**src/wdt_pkg.sv**
```systemverilog
// Constants shared by the watchdog / interval timer block.
package wdt_pkg;

  ////////////////////////////////////////////////////////////////////////////
  // Register indices; the byte address on the bus is four times the index.
  localparam logic [19:0] WDT_IDX_CSR = 20'hFFF8C;
  localparam logic [19:0] WDT_IDX_CNT_RD = 20'hFFF8D;
  localparam logic [19:0] WDT_IDX_RST_WR = 20'hFFF8E;
  localparam logic [19:0] WDT_IDX_RST_RD = 20'hFFF8F;
  localparam logic [19:0] WDT_IDX_IRQ_STAT = 20'hFFF90;
  localparam logic [19:0] WDT_IDX_IRQ_MASK = 20'hFFF91;

  // Password bytes carried in the upper byte of a guarded word write.
  localparam logic [7:0] WDT_PWD_CNT = 8'h5A;
  localparam logic [7:0] WDT_PWD_CSR = 8'hA5;

  ////////////////////////////////////////////////////////////////////////////
  // Control/status field positions and reset values.
  localparam int WDT_CSR_OVF = 7;
  localparam int WDT_CSR_MODE = 6;
  localparam int WDT_CSR_RUN = 5;
  localparam logic [1:0] WDT_CSR_FIXED = 2'h3;
  localparam logic [7:0] WDT_CSR_RST = 8'h18;
  localparam logic [7:0] WDT_CNT_RST = 8'h00;
  localparam logic [7:0] WDT_CNT_TOP = 8'hFF;
  localparam int WDT_RESET_CONTROL_STATUS_FLAG = 7;
  localparam int WDT_RESET_CONTROL_STATUS_OE = 6;
  localparam logic [5:0] WDT_RESET_CONTROL_STATUS_FIXED = 6'h3F;
  localparam logic [7:0] WDT_RESET_CONTROL_STATUS_RST = 8'h3F;

  // Interrupt status and mask layout.
  localparam int WDT_IRQ_OVF = 0;
  localparam int WDT_IRQ_WDRST = 1;
  localparam logic [1:0] WDT_IRQ_RST = 2'h0;

  ////////////////////////////////////////////////////////////////////////////
  // Reset pulse lengths in clock states, and the loads of their counters.
  localparam int WDT_CHIP_RST_STATES = 518;
  localparam int WDT_EXT_RST_STATES = 132;
  localparam logic [9:0] WDT_CHIP_RST_LOAD = 10'(WDT_CHIP_RST_STATES - 1);
  localparam logic [9:0] WDT_EXT_RST_LOAD = 10'(WDT_EXT_RST_STATES - 1);

  // Prescaler tap masks, divide ratio minus one, by clock select code.
  localparam logic [11:0] WDT_TAP_MASK [8] = '{
    12'h001, 12'h01F, 12'h03F, 12'h07F,
    12'h0FF, 12'h1FF, 12'h7FF, 12'hFFF
  };

endpackage

```
**src/wdt_prescaler.sv**
```systemverilog
// Free-running system clock prescaler with eight selectable taps.
`timescale 1ns/1ps
`default_nettype none

module wdt_prescaler (
  input wire logic mclk,
  input wire logic rst_n,
  input wire logic ce,
  input wire logic [2:0] sel,
  output logic tick
);

  logic [11:0] div_ff;
  logic [11:0] nxt_div;
  logic [11:0] tap_mask;

  ////////////////////////////////////////////////////////////////////////////
  // One tick every 2^n clocks: the low n bits of the divider are all ones.
  assign nxt_div = div_ff + 12'h001;
  assign tap_mask = wdt_pkg::WDT_TAP_MASK[sel];
  assign tick = ((div_ff & tap_mask) == tap_mask);

  // The divider never stops, so a tap change may give one short period.
  always_ff @(posedge mclk or negedge rst_n) begin
    if (!rst_n) begin
      div_ff <= 12'h000;
    end else if (ce) begin
      div_ff <= nxt_div;
    end
  end

endmodule
`default_nettype wire

```
**src/wdt_timer.sv**
```systemverilog
// Watchdog / interval timer with a classic Wishbone register slave.
//
// Local design decision: the Wishbone register port.
`timescale 1ns/1ps
`default_nettype none

module wdt_timer (
  input wire logic mclk,
  input wire logic rst_n,
  input wire logic ce,
  input wire logic wb_cyc_i,
  input wire logic wb_stb_i,
  input wire logic wb_we_i,
  input wire logic [21:0] wb_adr_i,
  input wire logic [3:0] wb_sel_i,
  input wire logic [31:0] wb_dat_i,
  output logic [31:0] wb_dat_o,
  output logic wb_ack_o,
  input wire logic standby_entry,
  output logic chip_reset,
  output logic reset_out_n_o,
  output logic reset_out_n_oe,
  output logic interval_overflow_irq,
  output logic irq
);

  logic ack_ff;
  logic [31:0] dat_ff;
  logic ovf_ff;
  logic mode_ff;
  logic run_ff;
  logic [2:0] cks_ff;
  logic ovf_armed_ff;
  logic [7:0] cnt_ff;
  logic wrst_ff;
  logic rstoe_ff;
  logic chip_rst_ff;
  logic [9:0] chip_cnt_ff;
  logic oe_ff;
  logic [9:0] ext_cnt_ff;
  logic [1:0] stat_ff;
  logic [1:0] mask_ff;
  logic interval_overflow_irq_ff;
  logic irq_ff;
  logic tick;

  logic nxt_ovf;
  logic nxt_mode;
  logic nxt_run;
  logic [2:0] nxt_cks;
  logic nxt_armed;
  logic [7:0] nxt_cnt;
  logic [1:0] nxt_stat;

  ////////////////////////////////////////////////////////////////////////////
  // Bus decode. One access is taken per request; ack follows one edge later.
  wire acc = wb_cyc_i && wb_stb_i && !ack_ff;
  wire wr = acc && wb_we_i;
  wire rd = acc && !wb_we_i;
  wire [19:0] idx = wb_adr_i[21:2];
  wire word_wr = wr && (wb_sel_i[1:0] == 2'h3);
  wire [7:0] pwd = wb_dat_i[15:8];
  wire [7:0] wd = wb_dat_i[7:0];
  wire at_csr = (idx == wdt_pkg::WDT_IDX_CSR);
  wire at_cnt = (idx == wdt_pkg::WDT_IDX_CNT_RD);
  wire at_rstw = (idx == wdt_pkg::WDT_IDX_RST_WR);
  wire at_rstr = (idx == wdt_pkg::WDT_IDX_RST_RD);
  wire at_stat = (idx == wdt_pkg::WDT_IDX_IRQ_STAT);
  wire at_mask = (idx == wdt_pkg::WDT_IDX_IRQ_MASK);

  // Guarded writes: the upper byte picks the target, the lower is data.
  wire pwd_cnt = (pwd == wdt_pkg::WDT_PWD_CNT);
  wire pwd_csr = (pwd == wdt_pkg::WDT_PWD_CSR);
  wire wr_cnt = word_wr && at_csr && pwd_cnt;
  wire wr_csr = word_wr && at_csr && pwd_csr;
  wire wr_rst_clr = word_wr && at_rstw && pwd_csr && (wd == 8'h00);
  wire wr_rst_oe = word_wr && at_rstw && pwd_cnt;
  wire wr_stat = wr && at_stat && wb_sel_i[0];
  wire wr_mask = wr && at_mask && wb_sel_i[0];
  wire rd_csr = rd && at_csr;

  ////////////////////////////////////////////////////////////////////////////
  // Count events. An increment is lost when a counter write lands on it.
  wire inc = run_ff && tick && !chip_rst_ff;
  wire at_top = (cnt_ff == wdt_pkg::WDT_CNT_TOP);
  wire ovf_evt = inc && at_top && !wr_cnt;
  wire wd_evt = ovf_evt && mode_ff;
  wire ovf_clr = wr_csr && !wd[7] && ovf_armed_ff;

  // Read views; unused upper bits and unmapped indices read as zero.
  wire [7:0] csr_view = {ovf_ff, mode_ff, run_ff,
                         wdt_pkg::WDT_CSR_FIXED, cks_ff};
  wire [7:0] rst_view = {wrst_ff, rstoe_ff, wdt_pkg::WDT_RESET_CONTROL_STATUS_FIXED};
  wire [7:0] rd_mux = at_csr ? csr_view :
                      at_cnt ? cnt_ff :
                      at_rstr ? rst_view :
                      at_stat ? {6'h00, stat_ff} :
                      at_mask ? {6'h00, mask_ff} : 8'h00;

  wdt_prescaler u_presc (
    .mclk(mclk),
    .rst_n(rst_n),
    .ce(ce),
    .sel(cks_ff),
    .tick(tick)
  );

  ////////////////////////////////////////////////////////////////////////////
  // Control/status next state. Standby and the internal reset both clear
  // the upper control bits; only the internal reset clears the select.
  always_comb begin
    nxt_ovf = ovf_evt || (ovf_ff && !ovf_clr);
    nxt_mode = wr_csr ? wd[wdt_pkg::WDT_CSR_MODE] : mode_ff;
    nxt_run = wr_csr ? wd[wdt_pkg::WDT_CSR_RUN] : run_ff;
    nxt_cks = wr_csr ? wd[2:0] : cks_ff;
    nxt_armed = (ovf_armed_ff || (rd_csr && ovf_ff)) && !ovf_clr;
    if (standby_entry || chip_rst_ff) begin
      nxt_ovf = 1'b0;
      nxt_mode = 1'b0;
      nxt_run = 1'b0;
      nxt_armed = 1'b0;
    end
    if (chip_rst_ff) begin
      nxt_cks = 3'h0;
    end
  end

  // Counter next value. A halted counter is forced to zero, so a counter
  // write while halted has no lasting effect.
  always_comb begin
    if (chip_rst_ff || !run_ff) begin
      nxt_cnt = wdt_pkg::WDT_CNT_RST;
    end else if (wr_cnt) begin
      nxt_cnt = wd;
    end else if (inc) begin
      nxt_cnt = cnt_ff + 8'h01;
    end else begin
      nxt_cnt = cnt_ff;
    end
  end

  // Sticky interrupt status: a set in the clearing cycle wins.
  assign nxt_stat[wdt_pkg::WDT_IRQ_OVF] = ovf_evt ||
    (stat_ff[wdt_pkg::WDT_IRQ_OVF] && !(wr_stat && wd[wdt_pkg::WDT_IRQ_OVF]));
  assign nxt_stat[wdt_pkg::WDT_IRQ_WDRST] = wd_evt ||
    (stat_ff[wdt_pkg::WDT_IRQ_WDRST] &&
     !(wr_stat && wd[wdt_pkg::WDT_IRQ_WDRST]));

  ////////////////////////////////////////////////////////////////////////////
  // Bus response registers.
  always_ff @(posedge mclk or negedge rst_n) begin
    if (!rst_n) begin
      ack_ff <= 1'b0;
      dat_ff <= 32'h0000_0000;
    end else if (ce) begin
      ack_ff <= acc;
      dat_ff <= rd ? {24'h00_0000, rd_mux} : 32'h0000_0000;
    end
  end

  // Control/status and counter state.
  always_ff @(posedge mclk or negedge rst_n) begin
    if (!rst_n) begin
      ovf_ff <= wdt_pkg::WDT_CSR_RST[wdt_pkg::WDT_CSR_OVF];
      mode_ff <= wdt_pkg::WDT_CSR_RST[wdt_pkg::WDT_CSR_MODE];
      run_ff <= wdt_pkg::WDT_CSR_RST[wdt_pkg::WDT_CSR_RUN];
      cks_ff <= wdt_pkg::WDT_CSR_RST[2:0];
      ovf_armed_ff <= 1'b0;
      cnt_ff <= wdt_pkg::WDT_CNT_RST;
    end else if (ce) begin
      ovf_ff <= nxt_ovf;
      mode_ff <= nxt_mode;
      run_ff <= nxt_run;
      cks_ff <= nxt_cks;
      ovf_armed_ff <= nxt_armed;
      cnt_ff <= nxt_cnt;
    end
  end

  // Reset status flag survives the internal reset, like its enable bit.
  always_ff @(posedge mclk or negedge rst_n) begin
    if (!rst_n) begin
      wrst_ff <= wdt_pkg::WDT_RESET_CONTROL_STATUS_RST[wdt_pkg::WDT_RESET_CONTROL_STATUS_FLAG];
      rstoe_ff <= 1'b0;
    end else if (ce) begin
      wrst_ff <= wd_evt || (wrst_ff && !wr_rst_clr);
      rstoe_ff <= wr_rst_oe ? wd[wdt_pkg::WDT_RESET_CONTROL_STATUS_OE] : rstoe_ff;
    end
  end

  // Internal chip reset: high for a fixed number of states from overflow.
  always_ff @(posedge mclk or negedge rst_n) begin
    if (!rst_n) begin
      chip_rst_ff <= 1'b0;
      chip_cnt_ff <= 10'h000;
    end else if (ce && wd_evt) begin
      chip_rst_ff <= 1'b1;
      chip_cnt_ff <= wdt_pkg::WDT_CHIP_RST_LOAD;
    end else if (ce && chip_rst_ff) begin
      chip_rst_ff <= (chip_cnt_ff != 10'h000);
      chip_cnt_ff <= chip_cnt_ff - 10'h001;
    end
  end

  // External reset pin: open drain, pulled low only when enabled.
  always_ff @(posedge mclk or negedge rst_n) begin
    if (!rst_n) begin
      oe_ff <= 1'b0;
      ext_cnt_ff <= 10'h000;
    end else if (ce && wd_evt) begin
      oe_ff <= rstoe_ff;
      ext_cnt_ff <= wdt_pkg::WDT_EXT_RST_LOAD;
    end else if (ce && oe_ff) begin
      oe_ff <= (ext_cnt_ff != 10'h000);
      ext_cnt_ff <= ext_cnt_ff - 10'h001;
    end
  end

  // Interrupt status, mask and the two request outputs.
  always_ff @(posedge mclk or negedge rst_n) begin
    if (!rst_n) begin
      stat_ff <= wdt_pkg::WDT_IRQ_RST;
      mask_ff <= wdt_pkg::WDT_IRQ_RST;
      interval_overflow_irq_ff <= 1'b0;
      irq_ff <= 1'b0;
    end else if (ce) begin
      stat_ff <= nxt_stat;
      mask_ff <= wr_mask ? wd[1:0] : mask_ff;
      interval_overflow_irq_ff <= nxt_ovf && !nxt_mode;
      irq_ff <= |(nxt_stat & (wr_mask ? wd[1:0] : mask_ff));
    end
  end

  assign wb_ack_o = ack_ff;
  assign wb_dat_o = dat_ff;
  assign chip_reset = chip_rst_ff;
  assign reset_out_n_o = 1'b0; // Open drain: only ever pulls low.
  assign reset_out_n_oe = oe_ff;
  assign interval_overflow_irq = interval_overflow_irq_ff;
  assign irq = irq_ff;

  ////////////////////////////////////////////////////////////////////////////
  // Checks kept beside the logic.
  AST_COUNT_UP: assert property (@(posedge mclk) disable iff (!rst_n)
    ce && inc && !wr_cnt && !at_top |=> cnt_ff == $past(cnt_ff) + 8'h01)
    else $error("counter did not advance on its tick");

  AST_OVF_SET: assert property (@(posedge mclk) disable iff (!rst_n)
    ce && ovf_evt && !standby_entry |=> ovf_ff && cnt_ff == 8'h00)
    else $error("wrap did not set overflow flag");

  AST_OVF_NOCLR: assert property (@(posedge mclk) disable iff (!rst_n)
    ce && ovf_ff && !ovf_armed_ff && !standby_entry && !chip_rst_ff
    |=> ovf_ff)
    else $error("overflow flag cleared without prior read");

  AST_IRQ_LEVEL: assert property (@(posedge mclk) disable iff (!rst_n)
    interval_overflow_irq == (ovf_ff && !mode_ff))
    else $error("interval request differs from flag");

  AST_WD_RESET: assert property (@(posedge mclk) disable iff (!rst_n)
    ce && wd_evt |=> chip_reset && chip_cnt_ff == 10'h205)
    else $error("watchdog overflow gave no chip reset");

  AST_HOLD_ZERO: assert property (@(posedge mclk) disable iff (!rst_n)
    ce && !run_ff |=> cnt_ff == 8'h00)
    else $error("halted counter not at zero");

  AST_FIXED_ONES: assert property (@(posedge mclk) disable iff (!rst_n)
    ce && rd && at_csr |=> wb_ack_o && wb_dat_o[4:3] == 2'h3)
    else $error("fixed control bits not read as one");

  AST_STANDBY: assert property (@(posedge mclk) disable iff (!rst_n)
    ce && standby_entry && !chip_rst_ff && !wr_csr
    |=> !run_ff && !mode_ff && !ovf_ff && cks_ff == $past(cks_ff))
    else $error("standby did not clear upper control bits");

  AST_PIN_IN_RESET: assert property (@(posedge mclk) disable iff (!rst_n)
    reset_out_n_oe |-> chip_reset)
    else $error("reset pin driven outside chip reset");

  AST_BYTE_IGNORED: assert property (@(posedge mclk) disable iff (!rst_n)
    ce && wr && at_csr && wb_sel_i[1:0] != 2'h3 && !standby_entry
    && !chip_rst_ff |=> mode_ff == $past(mode_ff))
    else $error("byte write changed control register");

  AST_RESET_LEN: assert property (@(posedge mclk) disable iff (!rst_n)
    ce && chip_rst_ff && chip_cnt_ff == 10'h000 && !wd_evt
    |=> !chip_reset)
    else $error("internal reset outlasted its count");

  AST_WRITE_WINS: assert property (@(posedge mclk) disable iff (!rst_n)
    ce && wr_cnt && run_ff && !chip_rst_ff |=> cnt_ff == $past(wd))
    else $error("counter write lost to increment");

endmodule
`default_nettype wire

```
**config.mk**
```make
export PLATFORM = sky130hd
export DESIGN_NAME = wdt_timer
export DESIGN_NICKNAME = d
export VERILOG_FILES = /design/src/wdt_pkg.sv /design/src/wdt_prescaler.sv /design/src/wdt_timer.sv
export SDC_FILE = /design/constraint.sdc
export NUM_CORES = 1
export LEC_CHECK = 0
export BUFFER_PORTS_ARGS = -buffer_cell sky130_fd_sc_hd__clkbuf_2
export CAP_MARGIN = 20
export CORE_UTILIZATION = 35
export DETAILED_ROUTE_END_ITERATION = 6
export GPL_TIMING_DRIVEN = 0
export PLACE_DENSITY = 0.58
export SETUP_SLACK_MARGIN = 0.2
export SKIP_CTS_REPAIR_TIMING = 1
export SLEW_MARGIN = 10
export SYNTH_ARGS = -nofsm -noshare
export SYNTH_HDL_FRONTEND = slang
export SYNTH_SLANG_ARGS = --single-unit
```
**constraint.sdc**
```tcl
create_clock -name mclk -period 2.9 [get_ports mclk]
set_clock_uncertainty 0.2 [all_clocks]
set_input_delay 0.145 -clock mclk [delete_from_list [all_inputs] [get_ports mclk]]
set_output_delay 0.145 -clock mclk [all_outputs]
set_load 0.01 [all_outputs]
```
==> impl_results.md, run 1 <==
* FF-to-FF Start: run_ff$_DFFE_PN0P_
* Wire per inst at 14.9 microns
* RSZ-0062 raised after global routing: true
* GRT Residual Overflow at 0
* Post-synth top flop: dfrtp_1
* Die area at 11,400 sq um
* CP Class: reg -> reg
* Hold_ws at -28.0 ps
* Longest Clk Path Bufs at 2
* Vias at 3,467
* Layout cell share with drive strength beyond 1 at 23.8%
* Core Box Area at 10,500 sq um
* Area grow syn2layout at 24.3%
* Cell Pwr Density at 442 nW/um^2
* Cells after Synth at 414
* TritonCTS buffer count at 9
* Slew Viols, Final at 0
* Reg2reg end: cnt_ff[5]$_DFFE_PN0P_
* Post-synth ARST share at 100%
* Flip-flop and latch count after synthesis at 66
* Violated checks: negative hold slack
* Final Setup Violations at 0
* Flop-to-flop setup slack at 340 ps
* Vias per std cell at 5.25
* MaxCap Viol Count at 0
* Hold Crit Class: in -> reg
* Die Y at 107 microns
* CP Capture Type: flip-flop
* Maximum number of pins on one net before global-route repair at 54
* Fin crit share at 88.4%
* Port Buffers at 57
* Horiz. Die Dim at 107 microns
* Vias in the first global route at 3,179
* Final ANT Viol Nets at 0
* Setup ws final at 337 ps
* Final non-filler cell total at 661
* # IOs at 103
* Hpwl dp at 7.10 mm
* Num rows at 37
* Routed wire length at 9.83 mm
* Max Fclk at 0.390 GHz
* Number of diodes at 0
* Initial antenna violation count at 0
* Clock Latency Late Sink at 350 ps
* H-tree levels at 3
* Critical path peak fanout at 10
* LEAKAGE at 0.00225 uW
* CTS clk-pin slew, worst paths at 80 ps
* Yosys Warn Count at 0
* Initial drt markers at 225
* Worst Tran Pin Value at 707 ps
* Hold path depth at 4
* Max-slew headroom at 52.5%
* Arr. time, crit path at 2580 ps
* Minimum clock period at 2560 ps
* Syn avg cell area at 9.24 sq um
* Fillcell total at 1,044
* EDFF count, synth at 0
* Distinct cells, synth at 58
* All-Layer GR Usage at 18.0%
* Drc violations at 0
* Starting Density at 36.6%
* Worst reg2reg path depth at 7
* Final Core Density at 45.5%
* Status: finished with violations
* Worst setup SP type: flip-flop
* Clock sinks at 66
* Place WS at -95.2 ps
* Placer Congestion at 0.870
* Peak supply drop at 0.000207 V
* Final hold viol count at 1
* Seq/Total Area, Yosys at 43.2%
* Netlist Area Pre-Place at 3830 sq um
* CTS tree: yes
* Crit path required time at 2910 ps
* Hold EP: ovf_armed_ff$_DFFE_PN0P_
* Hold Path Origin: standby_entry
* DR pass1 iterations at 6
* Clock root buffer: clkbuf_8
* First-pass GRT wire length at 16.0 mm
* DP Cell Count at 632
* Nets at 589
[cell usage in the layout, fill, tap and decap left out, types with 3 or more instances in the layout]
cell type	synthesis	layout
a21oi_1	17	17
a32o_1	4	4
and3_1	5	5
buf_4	25	28
clkbuf_1	10	10
clkbuf_2	0	56
clkbuf_8	0	9
conb_1	1	25
dfrtp_1	66	66
dlygate4sd3_1	0	10
ha_1	4	4
inv_1	12	12
mux2_2	4	4
mux2i_1	4	4
nand2_1	35	35
nand2b_1	3	3
nand3_1	13	13
nand4_1	8	8
nor2_1	38	37
nor2b_1	6	5
nor3_1	20	20
nor4_1	9	9
nor4bb_1	5	5
o211ai_1	3	3
o21ai_0	27	27
o2bb2ai_1	15	15
o31ai_1	3	3
or2_2	3	3
or3_1	3	3
or4_1	4	4
xnor2_1	15	15
xor2_1	11	11
[layer usage]
metal  track usage [%]  vias up  routed length [microns]
met1              25.3     1627                     4590
met5                 0        -                        0
li1                  -     1659                        -
met2              27.2      149                     4280
met4              7.83        0                      321
met3              3.16       32                      643
[Yosys cell counts (all sizes together) (5+ instances only)]
master	instances	area [sq um]
dfrtp	66	1650
nor2	38	143
nand2	35	131
buf	30	218
o21ai	27	135
nor3	22	120
a21oi	17	85.1
o2bb2ai	15	131
xnor2	15	131
nand3	13	65.1
inv	12	45.0
nor4	11	81.3
xor2	11	96.3
clkbuf	10	37.5
nand4	8	50.1
nor2b	6	37.5
and3	5	31.3
mux2	5	60.1
nor4bb	5	50.1
or4	5	41.3
[how the worst max path moves through the flow]
stage	startpoint	to	slack, ps	cells after the start
4_1_cts	cnt_ff[0]$_DFFE_PN0P_	chip_cnt_ff[3]$_DFFE_PN0P_	-110	9
3_5_place_dp	cnt_ff[0]$_DFFE_PN0P_	chip_cnt_ff[3]$_DFFE_PN0P_	-100	9
3_3_place_gp	cnt_ff[0]$_DFFE_PN0P_	chip_cnt_ff[3]$_DFFE_PN0P_	-100	9
5_1_grt	cks_ff[2]$_DFFE_PN0P_	cnt_ff[2]$_DFFE_PN0P_	180	7
6_report	run_ff$_DFFE_PN0P_	cnt_ff[5]$_DFFE_PN0P_	340	7
2_1_floorplan	cnt_ff[0]$_DFFE_PN0P_	chip_cnt_ff[1]$_DFFE_PN0P_	550	9
[state kept, by name, summed over array words and instances, names as in the netlist]
signal	count
chip_cnt_ff	10
run_ff	1
ovf_armed_ff	1
rstoe_ff	1
mode_ff	1
chip_reset	1
u_presc.div_ff	12
ext_cnt_ff	10
stat_ff	2
ovf_ff	1
reset_out_n_oe	1
interval_overflow_irq	1
wb_ack_o	1
wrst_ff	1
cks_ff	3
irq	1
mask_ff	2
wb_dat_o	8
cnt_ff	8
[metrics by stage]
step | instance area (sq um) | TNS [ps] | hold slack, ps | total power, uW
after floorplan | 3920 | 0 | -351 | 1200
after detailed placement | 4400 | -884 | -149 | 1300
after CTS | 4600 | -1050 | -538 | 2110
after global placement | 4370 | -898 | 254 | 1290
after global routing | 4760 | 0 | 13.8 | 2210
final | 4760 | 0 | -28.0 | 2100
[power by group]
group | internal, uW | switching (uW)
combinational | 127 | 133
sequential | 977 | 59.8
clock | 404 | 402
[area by class of cell]
| class | instances | area, sq um | area share (%) |
|---|---|---|---|
| Buffer | 40 | 258 | 5.42 |
| Clock buffer | 9 | 124 | 2.60 |
| Clock inverter | 7 | 77.6 | 1.63 |
| Inverter | 13 | 48.8 | 1.03 |
| Multi-Input combinational cell | 319 | 1990 | 41.8 |
| Sequential cell | 66 | 1650 | 34.7 |
| Tap cell | 136 | 170 | 3.58 |
| Timing Repair Buffer | 71 | 438 | 9.21 |
[logic make-up (layout without fill, tap and decap cells)]
logic type	count (synthesis)	count (layout)	synth area share, %
flip-flops	66	66	43.2
AO/OA/AOI/OAI	85	85	15.0
multiplexers	9	9	2.62
AND/OR/NAND/NOR	170	170	23.9
XOR/XNOR	26	26	5.95
adder cells (fa/ha/maj)	4	4	1.31
buffers and inverters	53	140	7.94
other	1	25	0.0980
[critical path: stages, from the launching register on]
cell and delay (ps):
dfrtp_1 430, nor2b_2 210, o211ai_1 90, nand3b_1 210, clkbuf_1 440, nor2_1 140, o211ai_1 550, o2bb2ai_1 160
Power figures use the tool's default switching activity.
==> inputs of run 2 (changes only) <==
CTS_CLUSTER_SIZE = 8   (was not set)
HOLD_SLACK_MARGIN = 0.12   (was not set)
==> impl_results.md, run 2 (synthesis results as in run 1) <==
* Placer Congestion at 0.870
* Worst reg2reg path depth at 7
* Hpwl dp at 7.10 mm
* DP Cell Count at 632
* Setup ws final at 349 ps
* Arr. time, crit path at 2560 ps
* Routed wire length at 9.85 mm
* Core Box Area at 10,500 sq um
* Place WS at -95.2 ps
* Worst Tran Pin Value at 733 ps
* Maximum number of pins on one net before global-route repair at 54
* Setup TNS at 0 ps
* Vias at 3,470
* CP Capture Type: flip-flop
* Final Core Density at 45.8%
* Final ANT Viol Nets at 0
* Vias in the first global route at 3,179
* Pwr Total at 2110 uW
* Initial antenna violation count at 0
* DR pass1 iterations at 4
* Longest Clk Path Bufs at 2
* Drc violations at 0
* Cell mode on critical path: o211ai_1
* Minimum clock period at 2550 ps
* Max-slew headroom at 50.8%
* CP Class: reg -> reg
* Hold Crit Class: in -> reg
* Horiz. Die Dim at 107 microns
* Hold Path Origin: wb_cyc_i
* Crit path required time at 2910 ps
* Clock sinks at 66
* Number of diodes at 0
* CTS clk-pin slew, worst paths at 80 ps
* Hold path depth at 3
* Max FFs per register at 12
* Crit path buffers/inverters at 1
* Initial drt markers at 234
* Clock Latency Late Sink at 350 ps
* GRT Residual Overflow at 0
* Die area at 11,400 sq um
* CP delay by family, top: compound AO/OA/AOI/OAI gates
* First-pass GRT wire length at 16.0 mm
* Worst setup SP type: flip-flop
* Peak supply drop at 0.000207 V
* Reg with most FFs: u_presc.div_ff
* MaxCap Viol Count at 0
* Status: finished clean
* CTS tree: yes
* Worst-path cell chain: nor2b_2 -> o211ai_1 -> nand3b_1 -> clkbuf_1 -> nor2_1 -> o211ai_1 -> o2bb2ai_1
* Reg2reg end: cnt_ff[5]$_DFFE_PN0P_
* Num rows at 37
* Port Buffers at 57
* TritonCTS buffer count at 9
* Final non-filler cell total at 665
* Worst path depth at 7
* Final hold viol count at 0
* Flop-to-flop setup slack at 350 ps
* Vias per std cell at 5.22
* RSZ-0062 raised after global routing: true
* Critical path peak fanout at 10
* Max Fclk at 0.392 GHz
* H-tree levels at 3
* Nets at 593
* Cell Pwr Density at 439 nW/um^2
* FF-to-FF Start: run_ff$_DFFE_PN0P_
* LEAKAGE at 0.00226 uW
* Final Setup Violations at 0
* Clock root buffer: clkbuf_8
* All-Layer GR Usage at 18.0%
* Top Registers: u_presc.div_ff x12, chip_cnt_ff x10, ext_cnt_ff x10
* Layout cell share with drive strength beyond 1 at 23.6%
* Critical Path Max Stage Delay at 540 ps
* Most frequent cells in the layout: dfrtp_1, clkbuf_2, nor2_1
* Hold EP: wb_ack_o$_DFFE_PN0P_
* Fin crit share at 88.0%
* Die Y at 107 microns
* Crit path max-delay cell type: o211ai_1
* # IOs at 103
* Commonest non-fill, non-tap cell in the layout: dfrtp_1
* Starting Density at 36.6%
* Area grow syn2layout at 25.3%
* Wire per inst at 14.8 microns
* Slew Viols, Final at 0
## run 2: area by class of cell
cell class                 instances  area [sq um]
buffer                            40           258
clock buffer                       9           124
clock inverter                     7          77.6
fill                            1042          5670
inverter                          13          48.8
multi-input combinational        319          1990
sequential                        66          1650
tap                              136           170
timing repair buffer              75           478
## run 2: worst max-delay path by stage
stage / from / endpoint / slack, ps
global route: cks_ff[2]$_DFFE_PN0P_ / cnt_ff[2]$_DFFE_PN0P_ / 180
detailed placement: cnt_ff[0]$_DFFE_PN0P_ / chip_cnt_ff[3]$_DFFE_PN0P_ / -100
finish: run_ff$_DFFE_PN0P_ / cnt_ff[5]$_DFFE_PN0P_ / 350
global placement: cnt_ff[0]$_DFFE_PN0P_ / chip_cnt_ff[3]$_DFFE_PN0P_ / -100
floorplan: cnt_ff[0]$_DFFE_PN0P_ / chip_cnt_ff[1]$_DFFE_PN0P_ / 550
CTS: cnt_ff[0]$_DFFE_PN0P_ / chip_cnt_ff[3]$_DFFE_PN0P_ / -110
## run 2: through the flow
step	hold slack [ps]	instance area [sq um]
after floorplan	-351	3920
after global placement	254	4370
after detailed placement	-149	4400
after CTS	-538	4600
after global routing	135	4800
final	98.9	4800
## run 2: routing by layer
| metal | track usage [%] | routed length [microns] |
|---|---|---|
| met1 | 25.3 | 4530 |
| met3 | 3.16 | 690 |
| met4 | 7.83 | 291 |
| met5 | 0 | 0 |
| met2 | 27.2 | 4340 |
## run 2: worst reg2reg max path: stages (launching register included)
cell and delay (ps):
dfrtp_1 430, nor2b_2 210, o211ai_1 90, nand3b_1 210, clkbuf_1 440, nor2_1 140, o211ai_1 540, o2bb2ai_1 160
## run 2: power by group
| part | total [uW] | switching [uW] | internal [uW] |
|---|---|---|---|
| clock | 805 | 401 | 404 |
| combinational | 263 | 134 | 129 |
| sequential | 1040 | 59.9 | 977 |
| total | 2110 | 595 | 1510 |
